## src/inc/flash_poll_pkg.sv

```systemverilog
// Constants, types and command words shared by the flash status poller and its bus cycle unit.
// Assumes a 16-bit parallel NOR flash with banked status reporting on its data pins.
package flash_poll_pkg;

  // ----------------------------------------------------------------
  // Widths and clock
  // ----------------------------------------------------------------
  localparam int ADDR_W = 24;
  localparam int DQ_W = 16;
  localparam int REG_AW = 8;
  localparam int CLK_MHZ = 250;

  // ----------------------------------------------------------------
  // Pin timing, in ns as given, then in whole clock cycles
  // ----------------------------------------------------------------
  localparam int T_ACC_NS = 70;
  localparam int T_WP_NS = 35;
  localparam int T_GAP_NS = 20;
  localparam int ACC_CYC = (T_ACC_NS * CLK_MHZ + 999) / 1000;
  localparam int WP_CYC = (T_WP_NS * CLK_MHZ + 999) / 1000;
  localparam int GAP_CYC = (T_GAP_NS * CLK_MHZ + 999) / 1000;

  // ----------------------------------------------------------------
  // Register map of the controller
  // ----------------------------------------------------------------
  localparam logic [REG_AW-1:0] CTRL_OFS = 8'h00;
  localparam logic [REG_AW-1:0] ADDR_OFS = 8'h04;
  localparam logic [REG_AW-1:0] WDATA_OFS = 8'h08;
  localparam logic [REG_AW-1:0] STATUS_OFS = 8'h0C;
  localparam logic [REG_AW-1:0] RDATA_OFS = 8'h10;

  // STATUS register fields.
  localparam int ST_BUSY_BIT = 0;
  localparam int ST_OK_BIT = 1;
  localparam int ST_TIMING_FAIL_BIT = 2;
  localparam int ST_ABORT_FAIL_BIT = 3;
  localparam int ST_REFUSED_BIT = 4;
  localparam int ST_NOT_ACCEPTED_BIT = 5;
  localparam int ST_SUSPENDED_BIT = 6;
  localparam int ST_POLL_TIMEOUT_BIT = 7;
  localparam int ST_LAST_STATUS_LSB = 8;

  // ----------------------------------------------------------------
  // Status bits on the flash data pins
  // ----------------------------------------------------------------
  localparam int POLLING_BIT = 7;
  localparam int BUSY_TOGGLE_BIT = 6;
  localparam int TIMING_LIMIT_FLAG = 5;
  localparam int ERASE_TIMER_FLAG = 3;
  localparam int SECTOR_ERASE_TOGGLE_BIT = 2;
  localparam int BUFFER_ABORT_FLAG = 1;

  // ----------------------------------------------------------------
  // Command words and unlock addresses
  // ----------------------------------------------------------------
  localparam logic [11:0] UNLOCK_A1 = 12'h555;
  localparam logic [11:0] UNLOCK_A2 = 12'h2AA;
  localparam logic [DQ_W-1:0] CMD_UNLOCK1 = 16'h00AA;
  localparam logic [DQ_W-1:0] CMD_UNLOCK2 = 16'h0055;
  localparam logic [DQ_W-1:0] CMD_PROGRAM = 16'h00A0;
  localparam logic [DQ_W-1:0] CMD_ERASE_SETUP = 16'h0080;
  localparam logic [DQ_W-1:0] CMD_SECTOR_ERASE = 16'h0030;
  localparam logic [DQ_W-1:0] CMD_SUSPEND = 16'h00B0;
  localparam logic [DQ_W-1:0] CMD_RESUME = 16'h0030;
  localparam logic [DQ_W-1:0] CMD_RESET = 16'h00F0;

  // ----------------------------------------------------------------
  // Types
  // ----------------------------------------------------------------
  typedef enum logic [3:0] {
    OP_READ,
    OP_PROGRAM,
    OP_SECTOR_ERASE,
    OP_ADD_SECTOR,
    OP_SUSPEND,
    OP_RESUME,
    OP_RESET,
    OP_ABORT_RESET,
    OP_POLL
  } op_e;

  typedef struct packed {
    logic [ADDR_W-1:0] addr;
    logic [DQ_W-1:0] data;
    logic last;
  } bus_req_s;

  typedef struct packed {
    logic [ADDR_W-1:0] addr;
    logic [DQ_W-1:0] dq_out;
    logic dq_oe_n;
    logic ce_n;
    logic oe_n;
    logic we_n;
  } flash_pins_s;

endpackage : flash_poll_pkg

```

## src/rtl/flash_bus_cycle.sv

```systemverilog
// One asynchronous read or write cycle on the flash pins.
// Assumes start arrives only while idle; done pulses once in the last gap cycle after the strobes are back high.
`timescale 1ns/1ps
module flash_bus_cycle (
  // Clock and reset
  input wire logic core_clk,
  input wire logic sys_rst,
  // Request and answer
  input wire logic start,
  input wire logic is_write,
  input wire flash_poll_pkg::bus_req_s req,
  output logic done,
  output logic [flash_poll_pkg::DQ_W-1:0] rdata,
  // Flash pins
  input wire logic [flash_poll_pkg::DQ_W-1:0] dq_in,
  output flash_poll_pkg::flash_pins_s pins
);
  import flash_poll_pkg::*;

  typedef enum logic [1:0] {C_IDLE, C_SETUP, C_STROBE, C_GAP} cyc_e;

  cyc_e state_reg, state_next;
  logic [7:0] cnt_reg, cnt_next;
  logic wr_reg, wr_next;
  logic [DQ_W-1:0] rdata_reg, rdata_next;
  flash_pins_s pins_reg, pins_next;

  always_comb begin
    state_next = state_reg;
    cnt_next = cnt_reg;
    wr_next = wr_reg;
    rdata_next = rdata_reg;
    pins_next = pins_reg;
    case (state_reg)
      C_IDLE: begin
        if (start) begin
          pins_next.addr = req.addr;
          pins_next.dq_out = req.data;
          pins_next.dq_oe_n = ~is_write;
          pins_next.ce_n = 1'b0;
          wr_next = is_write;
          state_next = C_SETUP;
        end
      end
      C_SETUP: begin
        // Address settles for a cycle before the strobe falls.
        if (wr_reg) begin
          pins_next.we_n = 1'b0;
          cnt_next = 8'(WP_CYC - 1);
        end else begin
          pins_next.oe_n = 1'b0;
          cnt_next = 8'(ACC_CYC - 1);
        end
        state_next = C_STROBE;
      end
      C_STROBE: begin
        if (cnt_reg == 8'h00) begin
          if (!wr_reg) begin
            rdata_next = dq_in;
          end
          // Both strobes go high, so the next read is a fresh cycle.
          pins_next.we_n = 1'b1;
          pins_next.oe_n = 1'b1;
          pins_next.ce_n = 1'b1;
          cnt_next = 8'(GAP_CYC - 1);
          state_next = C_GAP;
        end else begin
          cnt_next = cnt_reg - 8'h01;
        end
      end
      C_GAP: begin
        // Write data is held through the first gap cycle, then released.
        pins_next.dq_oe_n = 1'b1;
        if (cnt_reg == 8'h00) begin
          state_next = C_IDLE;
        end else begin
          cnt_next = cnt_reg - 8'h01;
        end
      end
      default: begin
        state_next = C_IDLE;
      end
    endcase
  end

  always_ff @(posedge core_clk or posedge sys_rst) begin
    if (sys_rst) begin
      state_reg <= C_IDLE;
      cnt_reg <= 8'h00;
      wr_reg <= 1'b0;
      rdata_reg <= 16'h0000;
      pins_reg <= '{addr: '0, dq_out: '0, dq_oe_n: 1'b1, ce_n: 1'b1, oe_n: 1'b1, we_n: 1'b1};
    end else begin
      state_reg <= state_next;
      cnt_reg <= cnt_next;
      wr_reg <= wr_next;
      rdata_reg <= rdata_next;
      pins_reg <= pins_next;
    end
  end

  assign done = (state_reg == C_GAP) && (cnt_reg == 8'h00);
  assign rdata = rdata_reg;
  assign pins = pins_reg;

endmodule : flash_bus_cycle

```

## src/rtl/flash_status_poller.sv

```systemverilog
// Host controller that issues program and erase sequences to a banked NOR flash and polls
// its status bits until the embedded operation ends, recovering on its own from timing and buffer-abort faults but not from a poll timeout.
// Assumes software drives the plain register port and that the flash sits on the pins.
//
// Function
// - Cycle a strobe between status reads.
// - Read status twice, compare, steady means done.
// - Timing flag set: recheck, toggling means fail.
// - Resumed polling restarts check from scratch.
// - Reset command after timing fault.
// - Check timer flag around added sector erase.
// - Buffer abort needs abort reset sequence.
//
// The placing of the registers and the plain strobed port were decided locally.
`timescale 1ns/1ps
module flash_status_poller #(
  parameter int MAX_POLLS = 1000
) (
  // Clock and reset
  input wire logic core_clk,
  input wire logic sys_rst,
  // Register port
  input wire logic [flash_poll_pkg::REG_AW-1:0] reg_addr,
  input wire logic [31:0] reg_wdata,
  input wire logic reg_wr,
  input wire logic reg_rd,
  output logic [31:0] reg_rdata,
  // Flash pins
  input wire logic [flash_poll_pkg::DQ_W-1:0] flash_dq_in,
  output flash_poll_pkg::flash_pins_s flash_pins,
  output logic flash_reset_n
);
  import flash_poll_pkg::*;

  // ----------------------------------------------------------------
  // Command sequences
  // ----------------------------------------------------------------
  // Unlock cycles land in the bank of the target address, so the sequence is decoded by
  // that bank alone and other banks keep returning array data.
  function automatic bus_req_s seq_step(input op_e op, input logic [2:0] step,
                                        input logic [ADDR_W-1:0] a, input logic [DQ_W-1:0] d);
    bus_req_s r;
    logic [ADDR_W-1:0] u1;
    logic [ADDR_W-1:0] u2;
    u1 = {a[ADDR_W-1:12], UNLOCK_A1};
    u2 = {a[ADDR_W-1:12], UNLOCK_A2};
    r = '{addr: a, data: CMD_RESET, last: 1'b1};
    case (op)
      OP_PROGRAM: begin
        case (step)
          3'd0: r = '{addr: u1, data: CMD_UNLOCK1, last: 1'b0};
          3'd1: r = '{addr: u2, data: CMD_UNLOCK2, last: 1'b0};
          3'd2: r = '{addr: u1, data: CMD_PROGRAM, last: 1'b0};
          default: r = '{addr: a, data: d, last: 1'b1};
        endcase
      end
      OP_SECTOR_ERASE: begin
        case (step)
          3'd0: r = '{addr: u1, data: CMD_UNLOCK1, last: 1'b0};
          3'd1: r = '{addr: u2, data: CMD_UNLOCK2, last: 1'b0};
          3'd2: r = '{addr: u1, data: CMD_ERASE_SETUP, last: 1'b0};
          3'd3: r = '{addr: u1, data: CMD_UNLOCK1, last: 1'b0};
          3'd4: r = '{addr: u2, data: CMD_UNLOCK2, last: 1'b0};
          default: r = '{addr: a, data: CMD_SECTOR_ERASE, last: 1'b1};
        endcase
      end
      OP_ABORT_RESET: begin
        case (step)
          3'd0: r = '{addr: u1, data: CMD_UNLOCK1, last: 1'b0};
          3'd1: r = '{addr: u2, data: CMD_UNLOCK2, last: 1'b0};
          default: r = '{addr: u1, data: CMD_RESET, last: 1'b1};
        endcase
      end
      OP_ADD_SECTOR: r = '{addr: a, data: CMD_SECTOR_ERASE, last: 1'b1};
      OP_SUSPEND: r = '{addr: a, data: CMD_SUSPEND, last: 1'b1};
      OP_RESUME: r = '{addr: a, data: CMD_RESUME, last: 1'b1};
      default: r = '{addr: a, data: CMD_RESET, last: 1'b1};
    endcase
    return r;
  endfunction : seq_step

  // ----------------------------------------------------------------
  // State
  // ----------------------------------------------------------------
  typedef enum logic [3:0] {
    S_IDLE, S_ISSUE, S_WAIT, S_PRE_CHECK, S_PRE_EVAL, S_POST_CHECK, S_POST_EVAL,
    S_POLL, S_POLL_EVAL, S_FINAL, S_FINAL_EVAL
  } st_e;

  st_e state_reg, state_next;
  st_e ret_reg, ret_next;
  op_e op_reg, op_next;
  logic [2:0] step_reg, step_next;
  logic [ADDR_W-1:0] addr_reg, addr_next;
  logic [DQ_W-1:0] wdata_reg, wdata_next;
  logic [DQ_W-1:0] data_reg, data_next;
  logic [7:0] prev_reg, prev_next;
  logic have_prev_reg, have_prev_next;
  logic recheck_reg, recheck_next;
  logic recover_reg, recover_next;
  logic [15:0] polls_reg, polls_next;
  logic [7:0] flags_reg, flags_next;
  logic start_reg, start_next;
  logic write_reg, write_next;
  bus_req_s req_reg, req_next;
  logic [31:0] rdata_reg, rdata_next;
  logic reset_n_reg;

  logic cyc_done;
  logic [DQ_W-1:0] cyc_rdata;
  logic [7:0] cur;
  logic busy_toggled;
  logic erase_toggled;
  bus_req_s step_req;

  flash_bus_cycle u_cycle (
    .core_clk(core_clk),
    .sys_rst(sys_rst),
    .start(start_reg),
    .is_write(write_reg),
    .req(req_reg),
    .done(cyc_done),
    .rdata(cyc_rdata),
    .dq_in(flash_dq_in),
    .pins(flash_pins)
  );

  assign cur = cyc_rdata[7:0];
  assign busy_toggled = prev_reg[BUSY_TOGGLE_BIT] ^ cur[BUSY_TOGGLE_BIT];
  assign erase_toggled = prev_reg[SECTOR_ERASE_TOGGLE_BIT] ^ cur[SECTOR_ERASE_TOGGLE_BIT];
  assign step_req = seq_step(op_reg, step_reg, addr_reg, wdata_reg);

  // ----------------------------------------------------------------
  // Sequencer
  // ----------------------------------------------------------------
  always_comb begin
    state_next = state_reg;
    ret_next = ret_reg;
    op_next = op_reg;
    step_next = step_reg;
    addr_next = addr_reg;
    wdata_next = wdata_reg;
    data_next = data_reg;
    prev_next = prev_reg;
    have_prev_next = have_prev_reg;
    recheck_next = recheck_reg;
    recover_next = recover_reg;
    polls_next = polls_reg;
    flags_next = flags_reg;
    start_next = 1'b0;
    write_next = write_reg;
    req_next = req_reg;
    rdata_next = 32'h0000_0000;

    if (reg_rd) begin
      case (reg_addr)
        CTRL_OFS: rdata_next = {28'h000_0000, op_reg};
        ADDR_OFS: rdata_next = {8'h00, addr_reg};
        WDATA_OFS: rdata_next = {16'h0000, wdata_reg};
        STATUS_OFS: rdata_next = {16'h0000, prev_reg, flags_reg};
        RDATA_OFS: rdata_next = {16'h0000, data_reg};
        default: rdata_next = 32'h0000_0000;
      endcase
    end
    if (reg_wr && state_reg == S_IDLE) begin
      if (reg_addr == ADDR_OFS) begin
        addr_next = reg_wdata[ADDR_W-1:0];
      end
      if (reg_addr == WDATA_OFS) begin
        wdata_next = reg_wdata[DQ_W-1:0];
      end
    end

    case (state_reg)
      S_IDLE: begin
        if (reg_wr && reg_addr == CTRL_OFS) begin
          flags_next = 8'h00;
          if (reg_wdata[3:0] > 4'(OP_POLL)) begin
            flags_next[ST_REFUSED_BIT] = 1'b1;
          end else begin
            op_next = op_e'(reg_wdata[3:0]);
            flags_next[ST_BUSY_BIT] = 1'b1;
            step_next = 3'd0;
            recover_next = 1'b0;
            // Polling always starts over, never resumes a half-done comparison.
            have_prev_next = 1'b0;
            recheck_next = 1'b0;
            polls_next = 16'h0000;
            case (op_e'(reg_wdata[3:0]))
              OP_READ: state_next = S_FINAL;
              OP_POLL: state_next = S_POLL;
              OP_ADD_SECTOR: state_next = S_PRE_CHECK;
              default: state_next = S_ISSUE;
            endcase
          end
        end else if (reg_wr && state_reg != S_IDLE) begin
          flags_next[ST_REFUSED_BIT] = 1'b1;
        end
      end
      S_ISSUE: begin
        start_next = 1'b1;
        write_next = 1'b1;
        req_next = step_req;
        step_next = step_reg + 3'd1;
        state_next = S_WAIT;
        if (!step_req.last) begin
          ret_next = S_ISSUE;
        end else if (recover_reg) begin
          ret_next = S_IDLE;
        end else begin
          case (op_reg)
            // Program and suspend finish only when the toggle bit goes steady.
            OP_PROGRAM, OP_SUSPEND: ret_next = S_POLL;
            OP_ADD_SECTOR: ret_next = S_POST_CHECK;
            default: ret_next = S_IDLE;
          endcase
        end
      end
      S_WAIT: begin
        if (cyc_done) begin
          state_next = ret_reg;
          if (ret_reg == S_IDLE) begin
            flags_next[ST_BUSY_BIT] = 1'b0;
            flags_next[ST_OK_BIT] = ~recover_reg;
          end
        end
      end
      S_PRE_CHECK, S_POST_CHECK, S_POLL, S_FINAL: begin
        start_next = 1'b1;
        write_next = 1'b0;
        // Status reads stay in the target's bank, which is the one running the operation.
        req_next = '{addr: addr_reg, data: wdata_reg, last: 1'b1};
        case (state_reg)
          S_PRE_CHECK: ret_next = S_PRE_EVAL;
          S_POST_CHECK: ret_next = S_POST_EVAL;
          S_POLL: ret_next = S_POLL_EVAL;
          default: ret_next = S_FINAL_EVAL;
        endcase
        state_next = S_WAIT;
      end
      S_PRE_EVAL: begin
        prev_next = cur;
        if (cur[ERASE_TIMER_FLAG]) begin
          // Erase already began; an added sector would be ignored, so it is not sent.
          flags_next[ST_REFUSED_BIT] = 1'b1;
          flags_next[ST_BUSY_BIT] = 1'b0;
          state_next = S_IDLE;
        end else begin
          state_next = S_ISSUE;
        end
      end
      S_POST_EVAL: begin
        prev_next = cur;
        // A high timer flag here means the added sector may have come too late.
        flags_next[ST_NOT_ACCEPTED_BIT] = cur[ERASE_TIMER_FLAG];
        flags_next[ST_OK_BIT] = ~cur[ERASE_TIMER_FLAG];
        flags_next[ST_BUSY_BIT] = 1'b0;
        state_next = S_IDLE;
      end
      S_POLL_EVAL: begin
        prev_next = cur;
        polls_next = polls_reg + 16'h0001;
        state_next = S_POLL;
        if (!have_prev_reg) begin
          have_prev_next = 1'b1;
        end else if (!busy_toggled) begin
          // Steady toggle bit: finished, or erase suspended when the sector bit still toggles.
          flags_next[ST_SUSPENDED_BIT] = erase_toggled;
          state_next = (op_reg == OP_SUSPEND) ? S_IDLE : S_FINAL;
          if (op_reg == OP_SUSPEND) begin
            flags_next[ST_BUSY_BIT] = 1'b0;
            flags_next[ST_OK_BIT] = 1'b1;
          end
        end else if (recheck_reg && cur[BUFFER_ABORT_FLAG]) begin
          // A plain reset does not clear an aborted buffer load.
          flags_next[ST_ABORT_FAIL_BIT] = 1'b1;
          op_next = OP_ABORT_RESET;
          recover_next = 1'b1;
          step_next = 3'd0;
          state_next = S_ISSUE;
        end else if (recheck_reg) begin
          flags_next[ST_TIMING_FAIL_BIT] = 1'b1;
          op_next = OP_RESET;
          recover_next = 1'b1;
          step_next = 3'd0;
          state_next = S_ISSUE;
        end else if (cur[TIMING_LIMIT_FLAG] || cur[BUFFER_ABORT_FLAG]) begin
          recheck_next = 1'b1;
        end else if (polls_reg == 16'(MAX_POLLS - 1)) begin
          // Giving up leaves the flash busy; a later poll command starts from the beginning.
          flags_next[ST_POLL_TIMEOUT_BIT] = 1'b1;
          flags_next[ST_BUSY_BIT] = 1'b0;
          state_next = S_IDLE;
        end
      end
      S_FINAL_EVAL: begin
        // The read after a steady toggle bit carries array data, not status.
        data_next = cyc_rdata;
        flags_next[ST_BUSY_BIT] = 1'b0;
        flags_next[ST_OK_BIT] = 1'b1;
        state_next = S_IDLE;
      end
      default: begin
        state_next = S_IDLE;
      end
    endcase
  end

  always_ff @(posedge core_clk or posedge sys_rst) begin
    if (sys_rst) begin
      state_reg <= S_IDLE;
      ret_reg <= S_IDLE;
      op_reg <= OP_READ;
      step_reg <= 3'd0;
      addr_reg <= '0;
      wdata_reg <= 16'h0000;
      data_reg <= 16'h0000;
      prev_reg <= 8'h00;
      have_prev_reg <= 1'b0;
      recheck_reg <= 1'b0;
      recover_reg <= 1'b0;
      polls_reg <= 16'h0000;
      flags_reg <= 8'h00;
      start_reg <= 1'b0;
      write_reg <= 1'b0;
      req_reg <= '0;
      rdata_reg <= 32'h0000_0000;
      reset_n_reg <= 1'b0;
    end else begin
      state_reg <= state_next;
      ret_reg <= ret_next;
      op_reg <= op_next;
      step_reg <= step_next;
      addr_reg <= addr_next;
      wdata_reg <= wdata_next;
      data_reg <= data_next;
      prev_reg <= prev_next;
      have_prev_reg <= have_prev_next;
      recheck_reg <= recheck_next;
      recover_reg <= recover_next;
      polls_reg <= polls_next;
      flags_reg <= flags_next;
      start_reg <= start_next;
      write_reg <= write_next;
      req_reg <= req_next;
      rdata_reg <= rdata_next;
      reset_n_reg <= 1'b1;
    end
  end

  assign reg_rdata = rdata_reg;
  // The flash is held in hardware reset while the controller is, ending any operation.
  assign flash_reset_n = reset_n_reg;

endmodule : flash_status_poller

```

## config.mk

```make
export PLATFORM = sky130hd
export DESIGN_NAME = flash_status_poller
export DESIGN_NICKNAME = d
export VERILOG_FILES = /design/src/inc/flash_poll_pkg.sv /design/src/rtl/flash_bus_cycle.sv /design/src/rtl/flash_status_poller.sv
export SDC_FILE = /design/constraint.sdc
export NUM_CORES = 1
export LEC_CHECK = 0
export BUFFER_PORTS_ARGS = -buffer_cell sky130_fd_sc_hd__buf_2
export CAP_MARGIN = 5
export CORE_MARGIN = 2
export CORE_UTILIZATION = 50
export DETAILED_ROUTE_END_ITERATION = 10
export GPL_TIMING_DRIVEN = 0
export PLACE_DENSITY = 0.79
export SLEW_MARGIN = 30
export SYNTH_ARGS = -nofsm -noshare
export SYNTH_HDL_FRONTEND = slang
export SYNTH_SLANG_ARGS = --single-unit
```

## constraint.sdc

```tcl
create_clock -name core_clk -period 7.3 [get_ports core_clk]
set_input_delay 0.365 -clock core_clk [delete_from_list [all_inputs] [get_ports core_clk]]
set_output_delay 0.365 -clock core_clk [all_outputs]
set_load 0.05 [all_outputs]
```

==> metrics.txt, run 1 <==
# TYPE chip_impl_metric gauge
chip_impl_info{name="worstPathCellList",value="inv_1 -> ha_1 -> clkbuf_1 -> or4b_2 -> o311ai_1 -> nand3_1 -> o21ai_0 -> a31oi_1"} 1
chip_impl_metric{name="grt_first_pass_wirelength",unit="um"} 47500
chip_impl_metric{name="worstSkewPairLatency",unit="ps"} 520
chip_impl_metric{name="synthesis.yosys.warnings",unit=""} 0
chip_impl_metric{name="areaGrowthSynthToFinish",unit="%"} 16.6
chip_impl_metric{name="drv_cap",unit=""} 0
chip_impl_metric{name="fin_setup_tns",unit="ps"} 0
chip_impl_metric{name="detailed_place_hpwl",unit="um"} 21800
chip_impl_info{name="synth_top_cell_by_area",value="sky130_fd_sc_hd__dfrtp_1"} 1
chip_impl_metric{name="via_per_inst",unit=""} 6.01
chip_impl_metric{name="worst_r2r_path_depth",unit=""} 8
chip_impl_info{name="worstReg2RegEnd",value="req_reg[18]"} 1
chip_impl_info{name="slowest_stage",value="sky130_fd_sc_hd__or4b_2"} 1
chip_impl_metric{name="clock_slew_at_reported_path_ffs",unit="ps"} 70
chip_impl_metric{name="fmax",unit="GHz"} 0.373
chip_impl_info{name="synth_most_common_cell",value="sky130_fd_sc_hd__dfrtp_1"} 1
chip_impl_metric{name="die_h",unit="um"} 154
chip_impl_metric{name="syn-cell-area",unit="mm2"} 0.0113
chip_impl_info{name="hold_path_class",value="in -> reg"} 1
chip_impl_metric{name="ctsHtreeMaxLevel",unit=""} 1
chip_impl_info{name="tritoncts",value="yes"} 1
chip_impl_info{name="worst_setup_path_startpoint",value="step_reg[1]"} 1
chip_impl_metric{name="initial_utilization",unit="%"} 51.3
chip_impl_metric{name="fill_cells",unit=""} 1784
chip_impl_metric{name="worst_slack",unit="ps"} 4620
chip_impl_metric{name="core_area",unit="mm2"} 0.0220
chip_impl_metric{name="n_antenna_cell",unit=""} 0
chip_impl_metric{name="post_synth_inst_count",unit=""} 990
chip_impl_metric{name="largest_register_ffs",unit=""} 44
chip_impl_metric{name="period_share",unit="%"} 36.8
chip_impl_metric{name="finalCoreUtilization",unit="%"} 59.9
chip_impl_metric{name="grt_overflow_total",unit=""} 0
chip_impl_metric{name="floorplan.rows",unit=""} 54
chip_impl_metric{name="routed-via-count",unit=""} 8672
chip_impl_info{name="critPathKind",value="reg -> reg"} 1
chip_impl_metric{name="grt_pass1_vias",unit=""} 8417
chip_impl_metric{name="worst_clock_skew",unit="ps"} 13.3
chip_impl_metric{name="grt_util_all_layers",unit="%"} 25.2
chip_impl_metric{name="per_cell_routed_wire_length",unit="um"} 20.5
chip_impl_metric{name="headroom_to_the_max_slew_limit",unit="%"} 41.2
chip_impl_metric{name="post-place-ws",unit="ps"} 4590
chip_impl_metric{name="hold-worst-slack",unit="ps"} 71.6
chip_impl_info{name="cpLargestDelayFamily",value="simple AND/OR/NAND/NOR gates"} 1
chip_impl_metric{name="cts_resized",unit=""} 0
chip_impl_metric{name="synthDominantCellAreaShare",unit="%"} 53.3
chip_impl_metric{name="die_area",unit="mm2"} 0.0238
chip_impl_metric{name="ir_drop",unit="uV"} 257
chip_impl_metric{name="count_of_nets_left_with_antenna_violations_after_detail_routing",unit=""} 0
chip_impl_metric{name="synth-async-reset-ratio",unit="%"} 100
chip_impl_metric{name="final-max-slew-violation-count",unit=""} 0
chip_impl_info{name="holdPathEnd",value="addr_reg[20]"} 1
chip_impl_info{name="run_status",value="complete, no violations"} 1
chip_impl_metric{name="edff_count_synth",unit=""} 0
chip_impl_metric{name="detail_route.iter0.violations",unit=""} 774
chip_impl_metric{name="place.detailed.instances",unit=""} 1399
chip_impl_metric{name="clkSinkCount",unit=""} 244
chip_impl_info{name="dominantRegCellSynth",value="sky130_fd_sc_hd__dfrtp_1"} 1
chip_impl_info{name="yosys-top-cells-count",value="240 x sky130_fd_sc_hd__dfrtp_1, 94 x sky130_fd_sc_hd__nand2_1, 93 x sky130_fd_sc_hd__mux2_2, 66 x sky130_fd_sc_hd__nor2_1, 53 x sky130_fd_sc_hd__a21oi_1"} 1
chip_impl_metric{name="worst_ep_arrival_time",unit="ps"} 3050
chip_impl_metric{name="total_leakage_power",unit="nW"} 6.25
chip_impl_metric{name="die_w",unit="um"} 154
chip_impl_metric{name="routed_wirelength",unit="um"} 29600
chip_impl_metric{name="grt_antenna_before_repair",unit=""} 0
chip_impl_metric{name="critPathRequiredTime",unit="ps"} 7660
chip_impl_info{name="cts_root_buf",value="sky130_fd_sc_hd__clkbuf_16"} 1
chip_impl_metric{name="post_layout_nonfiller_instances",unit=""} 1443
chip_impl_metric{name="crit_cells",unit=""} 8
chip_impl_metric{name="port_buffers",unit=""} 120
chip_impl_metric{name="num_io_pins",unit=""} 137
chip_impl_info{name="post_synth_main_area_contributors",value="sky130_fd_sc_hd__dfrtp_1 53%, sky130_fd_sc_hd__mux2_2 9.3%, sky130_fd_sc_hd__nand2_1 3.1%"} 1
chip_impl_info{name="crit_path_end_kind",value="flop"} 1
chip_impl_info{name="startpoint_type",value="flop"} 1
chip_impl_metric{name="timing.critical_path.buf_inv",unit=""} 2
chip_impl_metric{name="yosys.cell_types.count",unit=""} 84
chip_impl_metric{name="gp_congestion",unit=""} 0.931
chip_impl_metric{name="drt-pass1-iter-count",unit=""} 6
chip_impl_metric{name="synth_sequential_area_ratio",unit="%"} 54.2
chip_impl_metric{name="slowest_delay",unit="ps"} 630
chip_impl_metric{name="fin_nets",unit=""} 1218
chip_impl_metric{name="post_route_cells_drive_above_1_share",unit="%"} 28.2
chip_impl_metric{name="power_density",unit="mW/mm2"} 380
chip_impl_metric{name="postSynthAreaPerCell",unit="um2"} 11.4
chip_impl_info{name="worst_r2r_startpoint",value="step_reg[1]"} 1
chip_impl_metric{name="whs_path_depth",unit=""} 2
chip_impl_metric{name="ys_ff_latch",unit=""} 244
chip_impl_metric{name="final_critical_path_required_period",unit="ps"} 2680
chip_impl_metric{name="cp_max_fo",unit=""} 10
chip_impl_metric{name="post_cts_repair_setup_buffers",unit=""} 0
chip_impl_metric{name="tightest_slew",unit="ps"} 875
chip_impl_info{name="setup_repair_after_global_routing_missed_its_margin",value="no"} 1
chip_impl_metric{name="cts_inserted_buffers",unit=""} 25
chip_impl_metric{name="clock_path_buffers",unit=""} 3
chip_impl_metric{name="timing_hold_violations_final",unit=""} 0
chip_impl_metric{name="setup_violations",unit=""} 0
chip_impl_metric{name="detail_route.drc_violations",unit=""} 0
chip_impl_info{name="hold_path_startpoint",value="reg_wdata[20]"} 1
chip_impl_metric{name="grt_max_degree",unit=""} 92
chip_impl_metric{name="timing.reg2reg.setup_slack",unit="ps"} 4620
-- worst max path at each step --
stage                                   end  slack (ps)
after detailed placement          op_reg[2]        4590
after global placement    u_cycle.rdata[12]       -2180
after CTS                       req_reg[18]        4650
final                           req_reg[18]        4620
after global routing            req_reg[20]        4410
after floorplan                 addr_reg[0]         240
-- power by group --
part	switching, mW	leakage (nW)	total (mW)	internal [mW]
sequential	0.315	3.13	2.04	1.72
combinational	1.07	2.71	1.68	0.619
clock	0.523	0.410	1.27	0.750
total	1.90	6.25	4.99	3.09
-- cell families (layout without fill, tap and decap cells) --
group / after synthesis / in the layout / share of synthesized area (%)
adders and majority gates: 11 / 11 / 1.22
muxes: 124 / 124 / 12.7
xor gates and xnor gates: 9 / 9 / 0.699
and+or+nand+nor: 288 / 288 / 13.2
other: 2 / 9 / 0.0666
DFF: 244 / 244 / 54.2
buffers and inverters: 82 / 248 / 3.83
AOI/OAI and AO/OA: 230 / 230 / 14.1
-- final cells by class --
cell class	count	area, um2	share of cell area (%)
inverters	24	97.6	0.742
well taps	280	350	2.66
clock buffers	31	698	5.31
repair buffers	123	666	5.06
multi-input cells	671	4760	36.2
plain buffers	58	342	2.60
clock inverters	12	128	0.971
flip-flops and latches	244	6110	46.5
-- metal layers --
metal  global-route usage, %  vias to the layer above  part of all wire (%)
li1                        -                     3925                     -
met1                    37.7                     4279                    46
met2                    38.2                      408                    44
met3                    4.20                       60                   7.5
met4                    7.21                        0                   2.9
met5                       0                        -                     0
-- worst reg2reg max path: stages (launching register included) --
cell and delay [ps]:
sky130_fd_sc_hd__dfrtp_1 530, sky130_fd_sc_hd__inv_1 130, sky130_fd_sc_hd__ha_1 200, sky130_fd_sc_hd__clkbuf_1 190, sky130_fd_sc_hd__or4b_2 630, sky130_fd_sc_hd__o311ai_1 180, sky130_fd_sc_hd__nand3_1 300, sky130_fd_sc_hd__o21ai_0 280
sky130_fd_sc_hd__a31oi_1 110
-- timing repair --
item,CTS,global route
setup endpoints to repair,0,0
hold endpoints to repair,63,0
hold buffers,1,0
-- through the flow --
stage	power, mW	area [um2]
floorplan	3.23	11300
global placement	3.66	12200
detailed placement	3.72	12300
CTS	5.00	13100
global route	5.26	13100
finish	4.99	13100
-- cells in the final DEF, fill, tap and decap left out, drive strengths merged, types with 7 or more instances in the layout --
cell    instances
clkbuf         53
nor2           66
nand3          19
ha             11
a21o            9
buf           158
nand2          94
nor3           22
a22o           15
a222oi         16
and3           16
dfrtp         240
mux2          122
and2            7
a31oi          14
nand2b          9
a21oi          53
clkinv          8
inv            25
o21ai          56
conb            9
nand4           9
a22oi           8
nor4            9
Power figures use the tool's default switching activity.
==> run 2, diff against run 1 <==
Settings changed: PLACE_DENSITY 0.79 to 0.76.
Clock period 7.3 ns to 2.7 ns, I/O delays scaled along.
==> run 2 against run 1 <==
Net effect:
- utilization up 2.9 points
- sequential share of layout area down 2.1 points
- clock skew up 1.5 ps
- highest routed layer unchanged
==> metrics.txt, run 2 (synthesis gave the netlist of run 1 again) <==
# TYPE chip_impl_metric gauge
chip_impl_info{name="run_status",value="complete, no violations"} 1
chip_impl_metric{name="detail_route.iter0.violations",unit=""} 887
chip_impl_metric{name="gp_congestion",unit=""} 0.947
chip_impl_metric{name="worstSkewPairLatency",unit="ps"} 530
chip_impl_metric{name="largest_register_ffs",unit=""} 44
chip_impl_metric{name="critPathRequiredTime",unit="ps"} 3160
chip_impl_metric{name="via_per_inst",unit=""} 5.88
chip_impl_metric{name="cts_inserted_buffers",unit=""} 26
chip_impl_metric{name="grt_util_all_layers",unit="%"} 25.7
chip_impl_metric{name="period_share",unit="%"} 93.6
chip_impl_metric{name="clock_slew_at_reported_path_ffs",unit="ps"} 60
chip_impl_metric{name="worst_ep_arrival_time",unit="ps"} 2990
chip_impl_metric{name="floorplan.rows",unit=""} 54
chip_impl_info{name="cts_root_buf",value="sky130_fd_sc_hd__clkbuf_16"} 1
chip_impl_metric{name="grt_max_degree",unit=""} 31
chip_impl_metric{name="grt_overflow_total",unit=""} 0
chip_impl_metric{name="count_of_nets_left_with_antenna_violations_after_detail_routing",unit=""} 0
chip_impl_metric{name="fmax",unit="GHz"} 0.396
chip_impl_metric{name="worst_r2r_path_depth",unit=""} 6
chip_impl_metric{name="finalCoreUtilization",unit="%"} 62.8
chip_impl_info{name="mostFrequentLayoutCell",value="sky130_fd_sc_hd__dfrtp_1"} 1
chip_impl_metric{name="tightest_slew",unit="ps"} 854
chip_impl_metric{name="post_cts_repair_setup_buffers",unit=""} 0
chip_impl_metric{name="routed_wirelength",unit="um"} 29900
chip_impl_metric{name="timing_hold_violations_final",unit=""} 0
chip_impl_info{name="setup_repair_after_global_routing_missed_its_margin",value="no"} 1
chip_impl_metric{name="die_area",unit="mm2"} 0.0238
chip_impl_metric{name="fill_cells",unit=""} 1686
chip_impl_info{name="mostFrequentLayoutCells",value="238 x sky130_fd_sc_hd__dfrtp_1, 136 x sky130_fd_sc_hd__buf_2, 94 x sky130_fd_sc_hd__nand2_1"} 1
chip_impl_metric{name="port_buffers",unit=""} 120
chip_impl_metric{name="worst_clock_skew",unit="ps"} 14.8
chip_impl_metric{name="grt_first_pass_wirelength",unit="um"} 48700
chip_impl_metric{name="fin_setup_tns",unit="ps"} 0
chip_impl_metric{name="die_h",unit="um"} 154
chip_impl_metric{name="worst_slack",unit="ps"} 172
chip_impl_metric{name="initial_utilization",unit="%"} 51.3
chip_impl_info{name="hold_path_class",value="in -> async"} 1
chip_impl_metric{name="drv_cap",unit=""} 0
chip_impl_metric{name="headroom_to_the_max_slew_limit",unit="%"} 42.2
chip_impl_metric{name="clkSinkCount",unit=""} 244
chip_impl_metric{name="num_io_pins",unit=""} 137
chip_impl_metric{name="ctsHtreeMaxLevel",unit=""} 1
chip_impl_metric{name="ir_drop",unit="uV"} 600
chip_impl_metric{name="n_antenna_cell",unit=""} 0
chip_impl_metric{name="final_critical_path_required_period",unit="ps"} 2530
chip_impl_info{name="startpoint_type",value="flop"} 1
chip_impl_metric{name="drt-pass1-iter-count",unit=""} 7
chip_impl_metric{name="detail_route.drc_violations",unit=""} 0
chip_impl_metric{name="power_density",unit="mW/mm2"} 995
chip_impl_metric{name="clock_path_buffers",unit=""} 3
chip_impl_metric{name="grt_pass1_vias",unit=""} 8815
chip_impl_info{name="tritoncts",value="yes"} 1
chip_impl_metric{name="post_route_cells_drive_above_1_share",unit="%"} 28.3
chip_impl_info{name="crit_path_end_kind",value="flop"} 1
chip_impl_metric{name="per_cell_routed_wire_length",unit="um"} 20.0
chip_impl_metric{name="core_area",unit="mm2"} 0.0220
chip_impl_metric{name="cp_max_fo",unit=""} 10
chip_impl_metric{name="routed-via-count",unit=""} 8796
chip_impl_metric{name="final-max-slew-violation-count",unit=""} 0
chip_impl_metric{name="total_leakage_power",unit="nW"} 6.52
chip_impl_metric{name="areaGrowthSynthToFinish",unit="%"} 22.3
chip_impl_metric{name="detailed_place_hpwl",unit="um"} 21700
chip_impl_metric{name="fin_nets",unit=""} 1268
chip_impl_metric{name="setup_violations",unit=""} 0
chip_impl_metric{name="post-place-ws",unit="ps"} 17.2
chip_impl_metric{name="grt_antenna_before_repair",unit=""} 0
chip_impl_info{name="critPathKind",value="reg -> reg"} 1
chip_impl_metric{name="die_w",unit="um"} 154
==> run 2: changes by cell type in the layout (fill, tap and decap cells not counted), sizes merged <==
cell	previous run	this run
clkinvlp	1	5
buf	158	165
inv	25	23
dlygate4sd3	1	43
clkbuf	53	56
==> run 2: power breakdown <==
| group | switching, mW | leakage [nW] | internal, mW |
|---|---|---|---|
| logic | 2.91 | 2.96 | 1.74 |
| clock network | 1.44 | 0.425 | 2.13 |
| registers | 0.839 | 3.13 | 4.66 |
==> run 2: worst max-delay path, stage by stage, from the launching register on <==
cell and delay (ps):
sky130_fd_sc_hd__dfrtp_1 470, sky130_fd_sc_hd__buf_2 230, sky130_fd_sc_hd__nor3_1 380, sky130_fd_sc_hd__nand2_1 230, sky130_fd_sc_hd__nor2_1 640, sky130_fd_sc_hd__a2bb2oi_2 300, sky130_fd_sc_hd__o32a_1 210
==> run 2: what timing repair did <==
action	in CTS	in global routing
endpoints found under the hold margin	135	0
resized for setup	0	7
hold buffers	43	0
setup endpoints to repair	0	13
==> run 2: worst paths after layout <==
| kind | from | end | slack [ps] |
|---|---|---|---|
| worst max-delay path | state_reg[1] | op_reg[2] | 170 |
| worst min-delay path | sys_rst | u_cycle.pins[5] | 170 |
| worst max register to register | state_reg[1] | op_reg[2] | 170 |
| worst min register to register | req_reg[36] | req_reg[36] | 470 |
| max in group asynchronous | sys_rst | u_cycle.pins[0] | 1330 |
| min in group core_clk | reg_addr[0] | flags_reg[6] | 230 |
==> run 2: through the flow <==
stage               hold WS, ps  power, mW  instance area [um2]  instances
global route                189       14.5                13800       1497
floorplan                   252       8.74                11300        997
global placement            367       9.88                12300       1397
detailed placement          162       10.1                12500       1406
CTS                         163       13.7                13800       1497
finish                      167       13.7                13800       1497
==> run 2: metal layers <==
metal | global-route usage, % | vias to the layer above | wire, um
met1 | 37.1 | 4360 | 13400
met5 | 0 | - | 0
met4 | 6.36 | 0 | 669
met2 | 41.3 | 353 | 13700
met3 | 3.52 | 49 | 2120
li1 | - | 4034 | -
==> run 2: final cells by class <==
| class | count | area, um2 | share of cell area, % |
|---|---|---|---|
| sequential | 244 | 6110 | 44.3 |
| clock buffer | 34 | 742 | 5.38 |
| timing repair buffer | 172 | 1230 | 8.95 |
| inverter | 24 | 93.8 | 0.681 |
| clock inverter | 14 | 134 | 0.971 |
| tap | 280 | 350 | 2.54 |
| buffer | 58 | 342 | 2.48 |
| multi-input combinational | 671 | 4780 | 34.7 |
==> run 3, diff against run 2 <==
Clock period 2.7 ns to 2.4 ns, I/O delays scaled along.
==> run 3 against run 2 <==
Net effect:
- sequential share of layout area shrank 0.61 points
- design area grew 1.4%
- total power grew 15%
- non-clock buffer count grew 11
- sequential power grew 12%
- clock power grew 12%
- wire length grew 1.4%
- via count grew 0.94%
- count of clock-buffer cells in the layout is the same
- global-route usage grew 0.069 points
- die area is the same
- cell count grew 0.73%
- critical path type unchanged
- critical endpoint is now req_reg[19]
- largest cell class unchanged
- largest power group unchanged
- highest routed layer unchanged
==> metrics.txt, run 3 (synthesis gave the netlist of run 1 again) <==
# TYPE chip_impl_metric gauge
chip_impl_info{name="run_status",value="complete, no violations"} 1
chip_impl_info{name="crit_path_end_kind",value="flop"} 1
chip_impl_metric{name="worstSkewPairLatency",unit="ps"} 520
chip_impl_metric{name="post_route_cells_drive_above_1_share",unit="%"} 30.4
chip_impl_metric{name="detail_route.iter0.violations",unit=""} 854
chip_impl_metric{name="core_area",unit="mm2"} 0.0220
chip_impl_metric{name="die_area",unit="mm2"} 0.0238
chip_impl_metric{name="gp_congestion",unit=""} 0.947
chip_impl_metric{name="n_antenna_cell",unit=""} 0
chip_impl_info{name="tritoncts",value="yes"} 1
chip_impl_metric{name="fmax",unit="GHz"} 0.432
chip_impl_metric{name="drt-pass1-iter-count",unit=""} 6
chip_impl_metric{name="floorplan.rows",unit=""} 54
chip_impl_info{name="mostFrequentLayoutCell",value="sky130_fd_sc_hd__dfrtp_1"} 1
chip_impl_info{name="critPathKind",value="reg -> reg"} 1
chip_impl_metric{name="ir_drop",unit="uV"} 685
chip_impl_metric{name="fin_nets",unit=""} 1279
chip_impl_metric{name="totalPowerFinal",unit="mW"} 15.7
chip_impl_metric{name="die_w",unit="um"} 154
chip_impl_metric{name="detail_route.drc_violations",unit=""} 0
chip_impl_metric{name="count_of_nets_left_with_antenna_violations_after_detail_routing",unit=""} 0
chip_impl_info{name="startpoint_type",value="flop"} 1
chip_impl_metric{name="grt_pass1_vias",unit=""} 8856
chip_impl_metric{name="worst_clock_skew",unit="ps"} 10.7
chip_impl_metric{name="gr-usage-met2",unit="%"} 41.4
chip_impl_metric{name="worst_r2r_path_depth",unit=""} 6
chip_impl_metric{name="headroom_to_the_max_slew_limit",unit="%"} 47.3
chip_impl_info{name="hold_path_class",value="in -> async"} 1
chip_impl_metric{name="setup_violations",unit=""} 0
chip_impl_metric{name="final_critical_path_required_period",unit="ps"} 2320
chip_impl_metric{name="fin_setup_tns",unit="ps"} 0
chip_impl_metric{name="drv_cap",unit=""} 0
chip_impl_metric{name="die_h",unit="um"} 154
chip_impl_info{name="worstReg2RegEnd",value="req_reg[19]"} 1
chip_impl_metric{name="cts_inserted_buffers",unit=""} 26
chip_impl_metric{name="detailed_place_hpwl",unit="um"} 21700
chip_impl_info{name="cts_root_buf",value="sky130_fd_sc_hd__clkbuf_16"} 1
chip_impl_metric{name="placement.cell_area",unit="mm2"} 0.0125
chip_impl_metric{name="finalCoreUtilization",unit="%"} 63.7
chip_impl_metric{name="port_buffers",unit=""} 120
chip_impl_metric{name="initial_utilization",unit="%"} 51.3
chip_impl_metric{name="timing_hold_violations_final",unit=""} 0
chip_impl_metric{name="clkSinkCount",unit=""} 244
chip_impl_metric{name="areaGrowthSynthToFinish",unit="%"} 24.0
chip_impl_metric{name="met3_usage",unit="%"} 3.41
chip_impl_info{name="mostFrequentLayoutCells",value="238 x sky130_fd_sc_hd__dfrtp_1, 137 x sky130_fd_sc_hd__buf_2, 93 x sky130_fd_sc_hd__nand2_1, 93 x sky130_fd_sc_hd__mux2_2, 62 x sky130_fd_sc_hd__nor2_1"} 1
chip_impl_metric{name="critPathRequiredTime",unit="ps"} 2800
chip_impl_metric{name="per_cell_routed_wire_length",unit="um"} 20.1
chip_impl_metric{name="routed-via-count",unit=""} 8879
chip_impl_metric{name="grt_max_degree",unit=""} 31
chip_impl_metric{name="total_leakage_power",unit="nW"} 6.59
chip_impl_metric{name="met1_usage",unit="%"} 37.2
chip_impl_info{name="worst_r2r_startpoint",value="state_reg[1]"} 1
chip_impl_metric{name="postLayoutCellArea",unit="mm2"} 0.0140
chip_impl_metric{name="routed_wirelength",unit="um"} 30300
chip_impl_metric{name="num_io_pins",unit=""} 137
chip_impl_metric{name="grt_util_all_layers",unit="%"} 25.7
chip_impl_metric{name="timing.reg2reg.setup_slack",unit="ps"} 80
chip_impl_metric{name="grt_antenna_before_repair",unit=""} 0
chip_impl_metric{name="grt_overflow_total",unit=""} 0
chip_impl_metric{name="tightest_slew",unit="ps"} 784
chip_impl_metric{name="via_per_inst",unit=""} 5.89
chip_impl_metric{name="power_density",unit="mW/mm2"} 1130
chip_impl_metric{name="clock_slew_at_reported_path_ffs",unit="ps"} 60
chip_impl_metric{name="grt_first_pass_wirelength",unit="um"} 48800
chip_impl_metric{name="clock_path_buffers",unit=""} 3
chip_impl_metric{name="period_share",unit="%"} 96.6
chip_impl_info{name="grt_most_used_layer",value="met2"} 1
chip_impl_metric{name="worst_ep_arrival_time",unit="ps"} 2720
chip_impl_metric{name="largest_register_ffs",unit=""} 44
chip_impl_metric{name="final-max-slew-violation-count",unit=""} 0
chip_impl_metric{name="cp_max_fo",unit=""} 10
chip_impl_metric{name="hold-worst-slack",unit="ps"} 151
chip_impl_metric{name="ctsHtreeMaxLevel",unit=""} 1
run 3: cell count changes in the layout (fill, tap and decap cells not counted), sizes merged:
cell	before	now
clkbuf	56	54
buf	165	178
run 3: layout make-up:
type | count | area [um2]
Buffer | 57 | 342
Inverter | 24 | 93.8
Multi-Input combinational cell | 671 | 4880
Clock inverter | 14 | 134
Fill cell | 1676 | 7980
Clock buffer | 34 | 742
Tap cell | 280 | 350
Timing Repair Buffer | 184 | 1320
Sequential cell | 244 | 6110
run 3: timing repair:
action	4_1_cts	5_1_grt
hold buffers	43	0
endpoints found under the setup margin	52	71
resized for setup	13	23
setup buffers	0	12
endpoints found under the hold margin	137	0
pin swaps	1	4
run 3: worst max-delay path by stage:
stage | from | endpoint | slack [ps] | depth (start not counted)
global placement | sys_rst | u_cycle.rdata[15] | -2260 | 2
floorplan | sys_rst | addr_reg[0] | -920 | 1
detailed placement | step_reg[1] | req_reg[18] | -280 | 8
global route | state_reg[3] | op_reg[2] | -10 | 6
finish | state_reg[1] | req_reg[19] | 80 | 6
CTS | step_reg[0] | req_reg[20] | 5 | 8
run 3: worst max-delay path: stages, from the launching register on:
cell and delay, ps:
sky130_fd_sc_hd__dfrtp_1 470, sky130_fd_sc_hd__buf_2 240, sky130_fd_sc_hd__nor2_1 240, sky130_fd_sc_hd__nand3_2 320
sky130_fd_sc_hd__nor3_2 440, sky130_fd_sc_hd__nand3_1 280, sky130_fd_sc_hd__o221a_2 200
run 3: where the power goes:
| part | total, mW | internal [mW] | leakage (nW) | switching [mW] |
|---|---|---|---|---|
| Clock | 4.01 | 2.40 | 0.425 | 1.62 |
| Sequential | 6.18 | 5.24 | 3.13 | 0.937 |
| Combinational | 5.54 | 2.11 | 3.03 | 3.43 |
run 3: metrics by stage:
| stage | setup slack (ps) | instances |
|---|---|---|
| global placement | -2260 | 1397 |
| detailed placement | -283 | 1406 |
| finish | 82.7 | 1508 |
| CTS | 5.26 | 1497 |
| floorplan | -921 | 997 |
| global route | -10.4 | 1508 |
run 3: metal layers:
metal / part of all wire, % / vias up
met5: 0 / -
met2: 46 / 410
met4: 2.4 / 0
li1: - / 4060
met3: 7.4 / 54
met1: 44 / 4355
